## config.mk

```make
export PLATFORM = sky130hd
export DESIGN_NAME = rsbc_top
export DESIGN_NICKNAME = d
export VERILOG_FILES = /design/src/logic/rsbc_pkg.sv /design/src/logic/rsbc_top.sv /design/src/logic/rsbc_filter.sv
export SDC_FILE = /design/constraint.sdc
export NUM_CORES = 1
export LEC_CHECK = 0
export BUFFER_PORTS_ARGS = -buffer_cell sky130_fd_sc_hd__clkbuf_2
export CORE_MARGIN = 2
export CORE_UTILIZATION = 35
export CTS_BUF_LIST = sky130_fd_sc_hd__clkbuf_4 sky130_fd_sc_hd__clkbuf_8
export CTS_CLUSTER_SIZE = 20
export DETAILED_ROUTE_END_ITERATION = 16
export PLACE_DENSITY = 0.53
export SLEW_MARGIN = 20
export SYNTH_ARGS = -nofsm -noshare
export SYNTH_HDL_FRONTEND = slang
export SYNTH_SLANG_ARGS = --single-unit
```

## constraint.sdc

```tcl
create_clock -name pclk -period 5.85 [get_ports pclk]
set_clock_uncertainty 0.05 [all_clocks]
set_input_delay 0.2925 -clock pclk [delete_from_list [all_inputs] [get_ports pclk]]
set_output_delay 0.2925 -clock pclk [all_outputs]
set_load 0.01 [all_outputs]
```

## src/logic/rsbc_pkg.sv

```systemverilog
// Package with register map, reset values and timing constants for the reset source block.
package rsbc_pkg;

  // Register map (byte addresses on APB).
  localparam logic [11:0] RSBC_RCS_OFFSET = 12'h000;
  localparam logic [11:0] RSBC_CFG_OFFSET = 12'h004;
  localparam logic [11:0] RSBC_STAT_OFFSET = 12'h008;

  // Field positions in reset_control_status.
  localparam int RSBC_BIT_BROWNOUT = 0;
  localparam int RSBC_BIT_POWER_ON = 1;
  localparam int RSBC_BIT_POWERDOWN = 2;
  localparam int RSBC_BIT_WDOG = 3;
  localparam int RSBC_BIT_RESET_INSTR = 4;
  localparam int RSBC_BIT_SOFT_BOR = 6;
  localparam int RSBC_BIT_PRIO = 7;

  // Brown-out configurations.
  localparam logic [1:0] RSBC_BOR_OFF = 2'h0;
  localparam logic [1:0] RSBC_BOR_SOFT = 2'h1;
  localparam logic [1:0] RSBC_BOR_NOSLEEP = 2'h2;
  localparam logic [1:0] RSBC_BOR_ON = 2'h3;

  // Values after power-on reset.
  localparam logic [7:0] RSBC_RCS_RESET = 8'h5c;

  // Timing: low-frequency oscillator period and glitch filter length.
  localparam int RSBC_LFOSC_PERIOD_NS = 32000;
  localparam int RSBC_CLK_PERIOD_NS = 5;
  localparam int RSBC_LF_DIV = RSBC_LFOSC_PERIOD_NS / RSBC_CLK_PERIOD_NS;
  localparam int RSBC_PUD_CYCLES = 2048;
  localparam int RSBC_PUD_WIDTH = 11;
  localparam int RSBC_FILT_NS = 100;
  localparam int RSBC_FILT_CYCLES = (RSBC_FILT_NS + RSBC_CLK_PERIOD_NS - 1) / RSBC_CLK_PERIOD_NS;
  localparam int RSBC_BOR_MIN_NS = 200;
  localparam int RSBC_BOR_CYCLES = (RSBC_BOR_MIN_NS + RSBC_CLK_PERIOD_NS - 1) / RSBC_CLK_PERIOD_NS;

  // Sequencer states.
  typedef enum logic [1:0] {RSBC_RUN, RSBC_BOR_HOLD, RSBC_PUD_WAIT} rsbc_seq_t;

endpackage : rsbc_pkg

```

## src/logic/rsbc_top.sv

```systemverilog
// Reset source tracking, pin filtering and brown-out sequencing behind an APB slave.
`timescale 1ns/1ps

// Functional notes
// RL1: Eight reset causes are told apart: por, pin run, pin sleep, wdt, bor, instr, stack full, stack underflow.
// RL2: Low five bits of reset_control_status are per-cause event flags.
// RL3: Hardware clears flags on events; software sets them again afterwards. Software here cannot write to_q or pdown_q; hardware sets those.
// RL4: Bit 7 is read/write priority_levels_on, reset to zero.
// RL5: soft_brownout_on enables brown-out only in config 01; else reads zero.
// RL6: Power-on clears power_on_flag; no other reset touches it.
// RL7: Nothing in hardware sets power_on_flag; software writes it to one.
// RL8: While brown-out enabled, brown-out or power-on clears brownout_flag.
// RL9: Software sees brown-out as brownout_flag zero with power_on_flag one.
// RL10: A low external_reset_pin resets the device.
// RL11: Short low pulses on external_reset_pin are filtered out.
// RL12: Internal resets never drive external_reset_pin low.
// RL13: With ext_reset_pin_on clear, the pin is only a digital input.
// RL14: Supply rising past threshold gives a power-on reset pulse.
// RL15: Supply below threshold longer than minimum duration causes brown-out reset.
// RL16: Brown-out reset holds while supply stays below threshold.
// RL17: Enabled power-up timer adds one delay after supply recovers.
// RL18: Supply dipping while timer counts returns to brown-out and restarts timer.
// RL19: Brown-out enable and power-up timer enable are independent.
// RL20: Trip level comes only from brownout_level_select, never from software.
// RL21: Config 10 disables brown-out during sleep, re-enables on leaving it.
// RL22: Config 00 always off, 11 always on; soft bit unavailable in both.
// RL23: Power-up timer is 11-bit, counts 2048 low-frequency oscillator periods.
// RL24: Instruction, watchdog and sleep events clear their flags; power-up sets three.
// RL25: Bit 5 reads zero and ignores writes.
module rsbc_top import rsbc_pkg::*; (
  // APB slave.
  input wire logic pclk,
  input wire logic presetn,
  input wire logic psel,
  input wire logic penable,
  input wire logic pwrite,
  input wire logic [11:0] paddr,
  input wire logic [31:0] pwdata,
  output logic [31:0] prdata,
  output logic pready,
  output logic pslverr,
  // External reset pin, input only.
  input wire logic external_reset_pin,
  output logic pin_digital_in,
  // Supply monitor inputs and configuration.
  input wire logic power_on_pulse,
  input wire logic supply_below_bor,
  input wire logic [1:0] brownout_config,
  input wire logic [1:0] brownout_level_select,
  input wire logic ext_reset_pin_on,
  input wire logic powerup_timer_on,
  // Core events and mode.
  input wire logic reset_instr_exec,
  input wire logic watchdog_timeout,
  input wire logic watchdog_clear_instr,
  input wire logic sleep_exec,
  input wire logic in_sleep,
  input wire logic stack_full_reset,
  input wire logic stack_underflow_reset,
  // Reset outputs.
  output logic system_reset,
  output logic [2:0] reset_cause,
  output logic [1:0] brownout_level,
  output logic brownout_armed
);

  ////////////////////////////////////////////////////////////////////////////
  // Synchronisers for every asynchronous input.
  localparam int NS = 12;
  logic [NS-1:0] raw_in, s1_q, s2_q;
  assign raw_in = {external_reset_pin, power_on_pulse, supply_below_bor, reset_instr_exec,
                   watchdog_timeout, watchdog_clear_instr, sleep_exec, in_sleep,
                   stack_full_reset, stack_underflow_reset, ext_reset_pin_on, powerup_timer_on};

  // Two stages; the first stage is read only by the second.
  always_ff @(posedge pclk or negedge presetn) begin
    if (!presetn) begin
      s1_q <= {1'b1, {(NS - 1){1'b0}}};
      s2_q <= {1'b1, {(NS - 1){1'b0}}};
    end else begin
      s1_q <= raw_in;
      s2_q <= s1_q;
    end
  end

  logic pin_s, por_s, low_s, rinst_s, wdt_s, wdclr_s, slp_s, insleep_s, stkf_s, stku_s;
  logic pin_on_s, pud_on_s;
  assign {pin_s, por_s, low_s, rinst_s, wdt_s, wdclr_s, slp_s, insleep_s, stkf_s, stku_s,
          pin_on_s, pud_on_s} = s2_q;

  ////////////////////////////////////////////////////////////////////////////
  // Pin path: glitch filter, then qualified by the enable.
  logic pin_f, low_f;

  // A disabled pin feeds the filter its idle level, so re-enabling it cannot
  // fire a reset from a low level that was seen while it was a plain input.
  logic pin_gated;
  assign pin_gated = pin_s | ~pin_on_s;

  rsbc_filter #(.CYCLES(RSBC_FILT_CYCLES), .INIT(1'b1)) u_pin_filt ( // see RL11
    .pclk(pclk),
    .presetn(presetn),
    .din(pin_gated),
    .dout(pin_f)
  );

  // Supply must stay low for the minimum duration before it counts.
  rsbc_filter #(.CYCLES(RSBC_BOR_CYCLES), .INIT(1'b0)) u_bor_filt ( // see RL15
    .pclk(pclk),
    .presetn(presetn),
    .din(low_s),
    .dout(low_f)
  );

  logic pin_reset;
  assign pin_reset = pin_on_s & ~pin_f; // see RL10 see RL13

  ////////////////////////////////////////////////////////////////////////////
  // Register storage.
  logic prio_q, soft_en_q, rinst_q, to_q, pdown_q, por_q, bor_q;
  logic [2:0] cause_q;
  logic bor_en;

  // The soft enable only matters in the software configuration.
  assign bor_en = (brownout_config == RSBC_BOR_SOFT) ? soft_en_q : // see RL5
                  (brownout_config == RSBC_BOR_NOSLEEP) ? ~insleep_s : // see RL21
                  (brownout_config == RSBC_BOR_ON); // see RL22 see RL19

  logic wr_rcs;
  assign wr_rcs = psel & penable & pwrite & (paddr == RSBC_RCS_OFFSET);

  ////////////////////////////////////////////////////////////////////////////
  // Power-up delay prescaler: one enable pulse per low-frequency period.
  localparam int DW = $clog2(RSBC_LF_DIV);
  logic [DW-1:0] div_q;
  logic lf_tick;
  assign lf_tick = (div_q == DW'(RSBC_LF_DIV - 1));

  always_ff @(posedge pclk or negedge presetn) begin
    if (!presetn) begin
      div_q <= '0;
    end else if (lf_tick) begin
      div_q <= '0;
    end else begin
      div_q <= div_q + DW'(1);
    end
  end

  ////////////////////////////////////////////////////////////////////////////
  // Brown-out sequencer; power-on also runs the delay.
  rsbc_seq_t seq_q;
  logic [RSBC_PUD_WIDTH-1:0] pud_q;
  logic bor_trip;
  // The filter also delays the release, so the raw level must still be low;
  // otherwise a recovered supply would keep tripping for the filter length.
  assign bor_trip = bor_en & low_f & low_s;

  always_ff @(posedge pclk or negedge presetn) begin
    if (!presetn) begin
      seq_q <= RSBC_BOR_HOLD;
      pud_q <= '0;
    end else begin
      case (seq_q)
        RSBC_RUN: begin
          if (por_s || bor_trip) begin // see RL14 see RL15
            seq_q <= RSBC_BOR_HOLD;
          end
        end
        RSBC_BOR_HOLD: begin
          pud_q <= '0; // see RL18
          if (!por_s && !(bor_en && low_s)) begin // see RL16
            seq_q <= pud_on_s ? RSBC_PUD_WAIT : RSBC_RUN; // see RL17
          end
        end
        RSBC_PUD_WAIT: begin
          if (por_s || (bor_en && low_s)) begin
            seq_q <= RSBC_BOR_HOLD; // see RL18
          end else if (lf_tick) begin
            pud_q <= pud_q + RSBC_PUD_WIDTH'(1); // see RL23
            if (pud_q == RSBC_PUD_WIDTH'(RSBC_PUD_CYCLES - 1)) begin
              seq_q <= RSBC_RUN;
            end
          end
        end
        default: seq_q <= RSBC_BOR_HOLD;
      endcase
    end
  end

  // Power-on and brown-out reset events. Events override a same-cycle software write.
  logic ev_por, ev_bor;
  assign ev_por = por_s;
  assign ev_bor = bor_trip & (seq_q == RSBC_RUN);

  ////////////////////////////////////////////////////////////////////////////
  // Control bits: priority and soft brown-out enable.
  always_ff @(posedge pclk or negedge presetn) begin
    if (!presetn) begin
      prio_q <= RSBC_RCS_RESET[RSBC_BIT_PRIO];
      soft_en_q <= RSBC_RCS_RESET[RSBC_BIT_SOFT_BOR];
    end else if (ev_por) begin
      prio_q <= 1'b0;
      soft_en_q <= 1'b1;
    end else if (wr_rcs) begin
      prio_q <= pwdata[RSBC_BIT_PRIO]; // see RL4
      if (brownout_config == RSBC_BOR_SOFT) begin
        soft_en_q <= pwdata[RSBC_BIT_SOFT_BOR]; // see RL5
      end
    end
  end

  // Cause flags: software may write only rinst_q, hardware clears them and wins. See RL3.
  always_ff @(posedge pclk or negedge presetn) begin
    if (!presetn) begin
      rinst_q <= RSBC_RCS_RESET[RSBC_BIT_RESET_INSTR];
      to_q <= RSBC_RCS_RESET[RSBC_BIT_WDOG];
      pdown_q <= RSBC_RCS_RESET[RSBC_BIT_POWERDOWN];
    end else begin
      if (ev_por || ev_bor) begin
        rinst_q <= 1'b1;
      end else if (rinst_s) begin
        rinst_q <= 1'b0; // see RL24
      end else if (wr_rcs) begin
        rinst_q <= pwdata[RSBC_BIT_RESET_INSTR]; // see RL3
      end
      if (wdt_s) begin
        to_q <= 1'b0; // see RL24
      end else if (ev_por || ev_bor || wdclr_s || slp_s || (pin_reset && insleep_s)) begin
        to_q <= 1'b1;
      end
      if (slp_s || (pin_reset && insleep_s)) begin
        pdown_q <= 1'b0; // see RL24
      end else if (ev_por || ev_bor || wdclr_s) begin
        pdown_q <= 1'b1;
      end
    end
  end

  // Power-on and brown-out flags.
  always_ff @(posedge pclk or negedge presetn) begin
    if (!presetn) begin
      por_q <= RSBC_RCS_RESET[RSBC_BIT_POWER_ON];
      bor_q <= RSBC_RCS_RESET[RSBC_BIT_BROWNOUT];
    end else begin
      if (ev_por) begin
        por_q <= 1'b0; // see RL6
      end else if (wr_rcs && pwdata[RSBC_BIT_POWER_ON]) begin
        por_q <= 1'b1; // see RL7
      end
      if (ev_bor || (ev_por && bor_en)) begin
        bor_q <= 1'b0; // see RL8
      end else if (wr_rcs) begin
        bor_q <= pwdata[RSBC_BIT_BROWNOUT];
      end
    end
  end

  ////////////////////////////////////////////////////////////////////////////
  // Combined reset output and last cause code: 1 por, 2 pin run, 3 pin sleep,
  // 4 wdt, 5 bor, 6 instr, 7 stack full, 0 stack underflow.
  logic any_reset;
  assign any_reset = (seq_q != RSBC_RUN) | pin_reset | rinst_s | (wdt_s & ~insleep_s) |
                     stkf_s | stku_s;

  always_ff @(posedge pclk or negedge presetn) begin
    if (!presetn) begin
      system_reset <= 1'b1;
      cause_q <= 3'h1;
    end else begin
      system_reset <= any_reset; // see RL12
      if (ev_por) cause_q <= 3'h1; // see RL1
      else if (ev_bor) cause_q <= 3'h5;
      else if (pin_reset) cause_q <= insleep_s ? 3'h3 : 3'h2;
      else if (wdt_s && !insleep_s) cause_q <= 3'h4;
      else if (rinst_s) cause_q <= 3'h6;
      else if (stkf_s) cause_q <= 3'h7;
      else if (stku_s) cause_q <= 3'h0;
    end
  end

  // Status outputs, registered.
  always_ff @(posedge pclk or negedge presetn) begin
    if (!presetn) begin
      pin_digital_in <= 1'b1;
      brownout_level <= 2'h0;
      brownout_armed <= 1'b0;
    end else begin
      pin_digital_in <= pin_on_s ? 1'b1 : pin_s; // see RL13
      brownout_level <= brownout_level_select; // see RL20
      brownout_armed <= bor_en;
    end
  end
  assign reset_cause = cause_q;

  ////////////////////////////////////////////////////////////////////////////
  // APB slave: zero wait states; unmapped addresses error and read zero.
  logic [7:0] rcs_view;
  assign rcs_view = {prio_q, (brownout_config == RSBC_BOR_SOFT) & soft_en_q, 1'b0, // see RL25
                     rinst_q, to_q, pdown_q, por_q, bor_q}; // see RL2

  always_ff @(posedge pclk or negedge presetn) begin
    if (!presetn) begin
      prdata <= 32'h0;
      pready <= 1'b0;
      pslverr <= 1'b0;
    end else begin
      pready <= psel & ~penable;
      pslverr <= 1'b0;
      prdata <= 32'h0;
      if (psel && !penable) begin
        case (paddr)
          RSBC_RCS_OFFSET: prdata <= {24'h0, rcs_view};
          RSBC_CFG_OFFSET: prdata <= {26'h0, brownout_level_select, brownout_config, pin_on_s,
                                      pud_on_s};
          RSBC_STAT_OFFSET: prdata <= {27'h0, cause_q, seq_q};
          default: pslverr <= 1'b1;
        endcase
      end
    end
  end

  ////////////////////////////////////////////////////////////////////////////
  // Checks.
  a_por_clears_flag: assert property (@(posedge pclk) disable iff (!presetn) // see RL6
    ev_por |=> !por_q) else $error("power-on did not clear flag");
  a_por_no_hw_set: assert property (@(posedge pclk) disable iff (!presetn) // see RL7
    (!por_q && !wr_rcs) |=> !por_q) else $error("power-on flag set by hardware");
  a_bor_clears_flag: assert property (@(posedge pclk) disable iff (!presetn) // see RL8
    ev_bor |=> !bor_q) else $error("brown-out did not clear flag");
  a_soft_bit_reads: assert property (@(posedge pclk) disable iff (!presetn) // see RL5
    (psel && !penable && paddr == RSBC_RCS_OFFSET && brownout_config != RSBC_BOR_SOFT)
    |=> !prdata[RSBC_BIT_SOFT_BOR]) else $error("soft bit visible");
  a_bit5_zero: assert property (@(posedge pclk) disable iff (!presetn) // see RL25
    (psel && !penable && paddr == RSBC_RCS_OFFSET) |=> !prdata[5])
    else $error("bit five not zero");
  a_bor_holds: assert property (@(posedge pclk) disable iff (!presetn) // see RL16
    (seq_q == RSBC_BOR_HOLD && bor_en && low_s) |=> seq_q == RSBC_BOR_HOLD)
    else $error("left brown-out hold early");
  a_dip_restarts: assert property (@(posedge pclk) disable iff (!presetn) // see RL18
    (seq_q == RSBC_PUD_WAIT && bor_en && low_s) |=> ##1 pud_q == '0)
    else $error("timer not restarted");
  a_cfg_off: assert property (@(posedge pclk) disable iff (!presetn) // see RL22
    brownout_config == RSBC_BOR_OFF |=> !brownout_armed) else $error("brown-out on in off mode");
  a_reset_follows: assert property (@(posedge pclk) disable iff (!presetn) // see RL10
    pin_reset |=> system_reset) else $error("pin reset not applied");

endmodule : rsbc_top

```

## src/logic/rsbc_filter.sv

```systemverilog
// Persistence filter: the output follows the input only after it held steady for a count.
`timescale 1ns/1ps
module rsbc_filter #(
  parameter int CYCLES = 4,
  parameter logic INIT = 1'b0
) (
  // Clock and reset.
  input wire logic pclk,
  input wire logic presetn,
  // Raw level and filtered level.
  input wire logic din,
  output logic dout
);

  localparam int CW = $clog2(CYCLES + 1);
  localparam logic [CW-1:0] CMAX = CW'(CYCLES);
  logic [CW-1:0] cnt_q;

  // Count while the input differs from the output; a short pulse resets the count.
  always_ff @(posedge pclk or negedge presetn) begin
    if (!presetn) begin
      cnt_q <= '0;
    end else if (din == dout) begin
      cnt_q <= '0;
    end else if (cnt_q != CMAX) begin
      cnt_q <= cnt_q + CW'(1);
    end
  end

  // Take the new level only once it has persisted.
  always_ff @(posedge pclk or negedge presetn) begin
    if (!presetn) begin
      dout <= INIT;
    end else if (din != dout && cnt_q == CMAX) begin
      dout <= din;
    end
  end

endmodule : rsbc_filter

```

==> impl_metrics.yaml <==
synthesis:
  asyncSetResetFlopFracSynth_pct: 100
  synth_ff_type: "sky130_fd_sc_hd__dfrtp_1"
  synth-edff-count: 0
  yosysTopAreaCellShare_pct: 48.4
  ys_types: 54
  synthesis.area_um2: 3980
  ys_seq_area_share_pct: 55.7
  ys_top_cells_by_area: "sky130_fd_sc_hd__dfrtp_1, sky130_fd_sc_hd__dfstp_2, sky130_fd_sc_hd__buf_4"
  postSynthRegisterBits: 88
  synthesis.instances: 363
  postSynthAreaPerCell_um2: 11.0
  synth.yosys.warnings: 0
  synth_top_cell_by_area: "sky130_fd_sc_hd__dfrtp_1"
timing:
  timing.max_slew.rel_slack_pct: 49.7
  fmax_ghz: 0.427
  finalHoldViolations: 0
  worst_hold_slack_ns: 0.0617
  tightestPinTransition_ns: 0.754
  fin_tns_setup_ns: 0
  slew_viol_final: 0
  timing.final.crit_period_ns: 2.34
  fraction_of_the_cycle_the_final_worst_path_needs_pct: 40.0
  finalSetupViolCount: 0
  rsz0062_at_grt: "false"
cells_and_area:
  final_core_util_pct: 42.7
  final_cells: 584
  mostFrequentLayoutCells: "sky130_fd_sc_hd__dfrtp_1, sky130_fd_sc_hd__clkbuf_2, sky130_fd_sc_hd__nor2_1"
  filler_cell_count: 1073
  most_common_cell_after_layout_fill_and_taps_aside: "sky130_fd_sc_hd__dfrtp_1"
  finish.net_count: 513
  multi_input_comb_area_um2: 1600
  final-seq-area_um2: 2220
  syn2layout_area_growth_pct: 17.7
  n_antenna_cell: 0
  drive_above_1_share_pct: 21.2
setup_path:
  worst-r2r-setup-slack_ns: 3.51
  timing.critical_path.from_type: "flip-flop"
  worst_reg_to_reg_cells: 7
  critical_path_required_ns: 6.03
  critical_path_class: "reg -> reg"
  cp_data_arrival_time_ns: 2.52
  critical_path.max_fanout: 16
  worstReg2RegStart: "div_q[0]$_DFF_PN0_"
  crit_path_end_kind: "flip-flop"
  rr_endpoint: "pud_q[10]$_DFFE_PN0P_"
clocking:
  holdBufCountCts: 15
  numCtsBuffers: 9
  ctsResizeCount: 0
  cts.repair_timing.setup_buffer_count: 0
  clock_tree_from_tritoncts: "built"
  clkTransAtPathRegs_ns: 0.09
  clock_path_buffers: 2
  insertion_delay_of_the_later_clocked_pin_in_the_worst_skew_pair_ns: 0.36
  cts.sinks: 88
  ctsHtreeMaxLevel: 3
  clock_tree.root_cell: "sky130_fd_sc_hd__clkbuf_8"
placement:
  hpwlAfterDp_um: 5450
  finalWeightedCongestion: 0.743
  io_buffer_count: 55
  placed_cells: 553
floorplanning:
  placeableCoreArea_um2: 11000
  placementRows: 38
  die_extent_in_x_um: 111
  die_height_um: 111
  ios: 107
  initial_utilization_pct: 36.2
  die-area_um2: 12200
hold_path:
  min_delay_worst_endpoint: "pready$_DFF_PN0_"
  hp-start: "penable"
  min_delay_path_depth: 2
  hold_class: "in -> reg"
grt:
  grt_start_max_net_pins: 60
  grt_antenna_before_repair: 0
  track_usage_pct: 13.4
  grt_first_pass_wirelength_um: 13200
  grt_pass1_vias: 2651
  globalRouteOverflowTotal: 0
drt:
  post_route_ant_nets: 0
  post-route-drc-count: 0
  drt_pre_antenna_iters: 4
  vias: 2726
  drt-total-wl_um: 7700
  viasPerCell: 4.67
  first_iter_violations: 111
  drt-wirelength-per-cell_um: 13.2
run_status:
  status: "finished clean"
power_and_ir_drop:
  static_leak_nw: 2.16
  power_density_of_the_placed_cells_nw_per_um2: 284
  worst_ir_drop_vdd_uv: 137
  finalPower_mw: 1.33
run:
  maxCapViolCount: 0
-- synth_stat cells (2+ instances only) --
cell type / instances
sky130_fd_sc_hd__inv_1: 11
sky130_fd_sc_hd__or4_1: 3
sky130_fd_sc_hd__o21bai_1: 2
sky130_fd_sc_hd__buf_2: 3
sky130_fd_sc_hd__nor2b_1: 8
sky130_fd_sc_hd__o21ai_0: 11
sky130_fd_sc_hd__and3_1: 5
sky130_fd_sc_hd__dfstp_2: 11
sky130_fd_sc_hd__a21boi_0: 2
sky130_fd_sc_hd__or3_1: 4
sky130_fd_sc_hd__nor2_1: 42
sky130_fd_sc_hd__buf_4: 25
sky130_fd_sc_hd__nand2_1: 19
sky130_fd_sc_hd__xnor2_1: 13
sky130_fd_sc_hd__a31oi_1: 4
sky130_fd_sc_hd__clkbuf_1: 2
sky130_fd_sc_hd__dfrtp_1: 77
sky130_fd_sc_hd__a32o_1: 2
sky130_fd_sc_hd__nand4b_1: 3
sky130_fd_sc_hd__and2_1: 3
sky130_fd_sc_hd__nand3_1: 20
sky130_fd_sc_hd__ha_1: 9
sky130_fd_sc_hd__mux2i_1: 11
sky130_fd_sc_hd__a21oi_1: 21
sky130_fd_sc_hd__nor3_1: 4
sky130_fd_sc_hd__nand4_1: 5
sky130_fd_sc_hd__o31ai_1: 2
sky130_fd_sc_hd__xor2_1: 8
sky130_fd_sc_hd__nand2b_1: 8
-- cell families (layout without fill, tap and decap cells) --
kind of cell	Yosys count	after routing	share of synthesized area [%]
mux	12	12	3.05
fa+ha+maj	9	9	2.83
simple gates	138	138	19.1
flops	88	88	55.7
buf+inv	41	99	6.32
other cells	1	24	0.0942
compound gates	53	53	8.30
xor+xnor	21	21	4.62
-- registers in the layout, summed over array words and instances, names as in the netlist, 2 cells and up --
signal            cells
brownout_level        2
div_q                13
prdata                8
pud_q                11
reset_cause           3
s1_q                 12
s2_q                 12
seq_q                 2
u_bor_filt.cnt_q      6
u_pin_filt.cnt_q      5
-- worst max-delay path: stages (launching register included) --
cell and delay [ns]:
sky130_fd_sc_hd__dfrtp_1 0.39, sky130_fd_sc_hd__ha_1 0.22, sky130_fd_sc_hd__nand4_1 0.18, sky130_fd_sc_hd__nor4_2 0.24
sky130_fd_sc_hd__buf_4 0.23, sky130_fd_sc_hd__nand3_2 0.26, sky130_fd_sc_hd__mux2i_1 0.19, sky130_fd_sc_hd__or3b_2 0.45
-- area by class of cell --
| cell class | instances | share of cell area (%) |
|---|---|---|
| repair buffers | 72 | 9.46 |
| inverters | 11 | 0.881 |
| well taps | 140 | 3.74 |
| clock buffers | 11 | 3.10 |
| multi-input cells | 257 | 34.2 |
| clock inverters | 5 | 1.36 |
| flip-flops and latches | 88 | 47.3 |
-- metal layers --
| metal | wire, µm | track usage, % | up-vias | share of wire [%] |
|---|---|---|---|---|
| li1 | - | - | 1359 | - |
| met4 | 132 | 5.25 | 0 | 1.7 |
| met3 | 313 | 3.66 | 9 | 4.1 |
| met1 | 3790 | 18.3 | 1294 | 49 |
| met5 | 0 | 0 | - | 0 |
| met2 | 3460 | 20.2 | 64 | 45 |
-- metrics by stage --
| step | worst slack [ns] | area, µm² |
|---|---|---|
| 2_1_floorplan | 3.89 | 4070 |
| 3_3_place_gp | 3.54 | 4330 |
| 3_5_place_dp | 3.51 | 4330 |
| 4_1_cts | 3.47 | 4680 |
| 5_1_grt | 3.30 | 4680 |
| 6_report | 3.51 | 4680 |
-- report_power, final --
part           total (mW)  switching, mW  internal, mW  leakage, nW
Sequential          0.682         0.0314         0.650         1.11
Clock               0.444          0.226         0.218        0.104
Combinational       0.205          0.122        0.0834        0.947
Total                1.33          0.380         0.952         2.16
-- worst max path at each step --
stage	cells after the start	end	start
2_1_floorplan	7	seq_q[1]$_DFFE_PN0P_	div_q[0]$_DFF_PN0_
3_3_place_gp	7	pud_q[10]$_DFFE_PN0P_	div_q[0]$_DFF_PN0_
3_5_place_dp	7	pud_q[10]$_DFFE_PN0P_	div_q[0]$_DFF_PN0_
4_1_cts	7	pud_q[10]$_DFFE_PN0P_	div_q[0]$_DFF_PN0_
5_1_grt	7	pud_q[10]$_DFFE_PN0P_	div_q[0]$_DFF_PN0_
6_report	7	pud_q[10]$_DFFE_PN0P_	div_q[0]$_DFF_PN0_
Power figures use the tool's default switching activity.
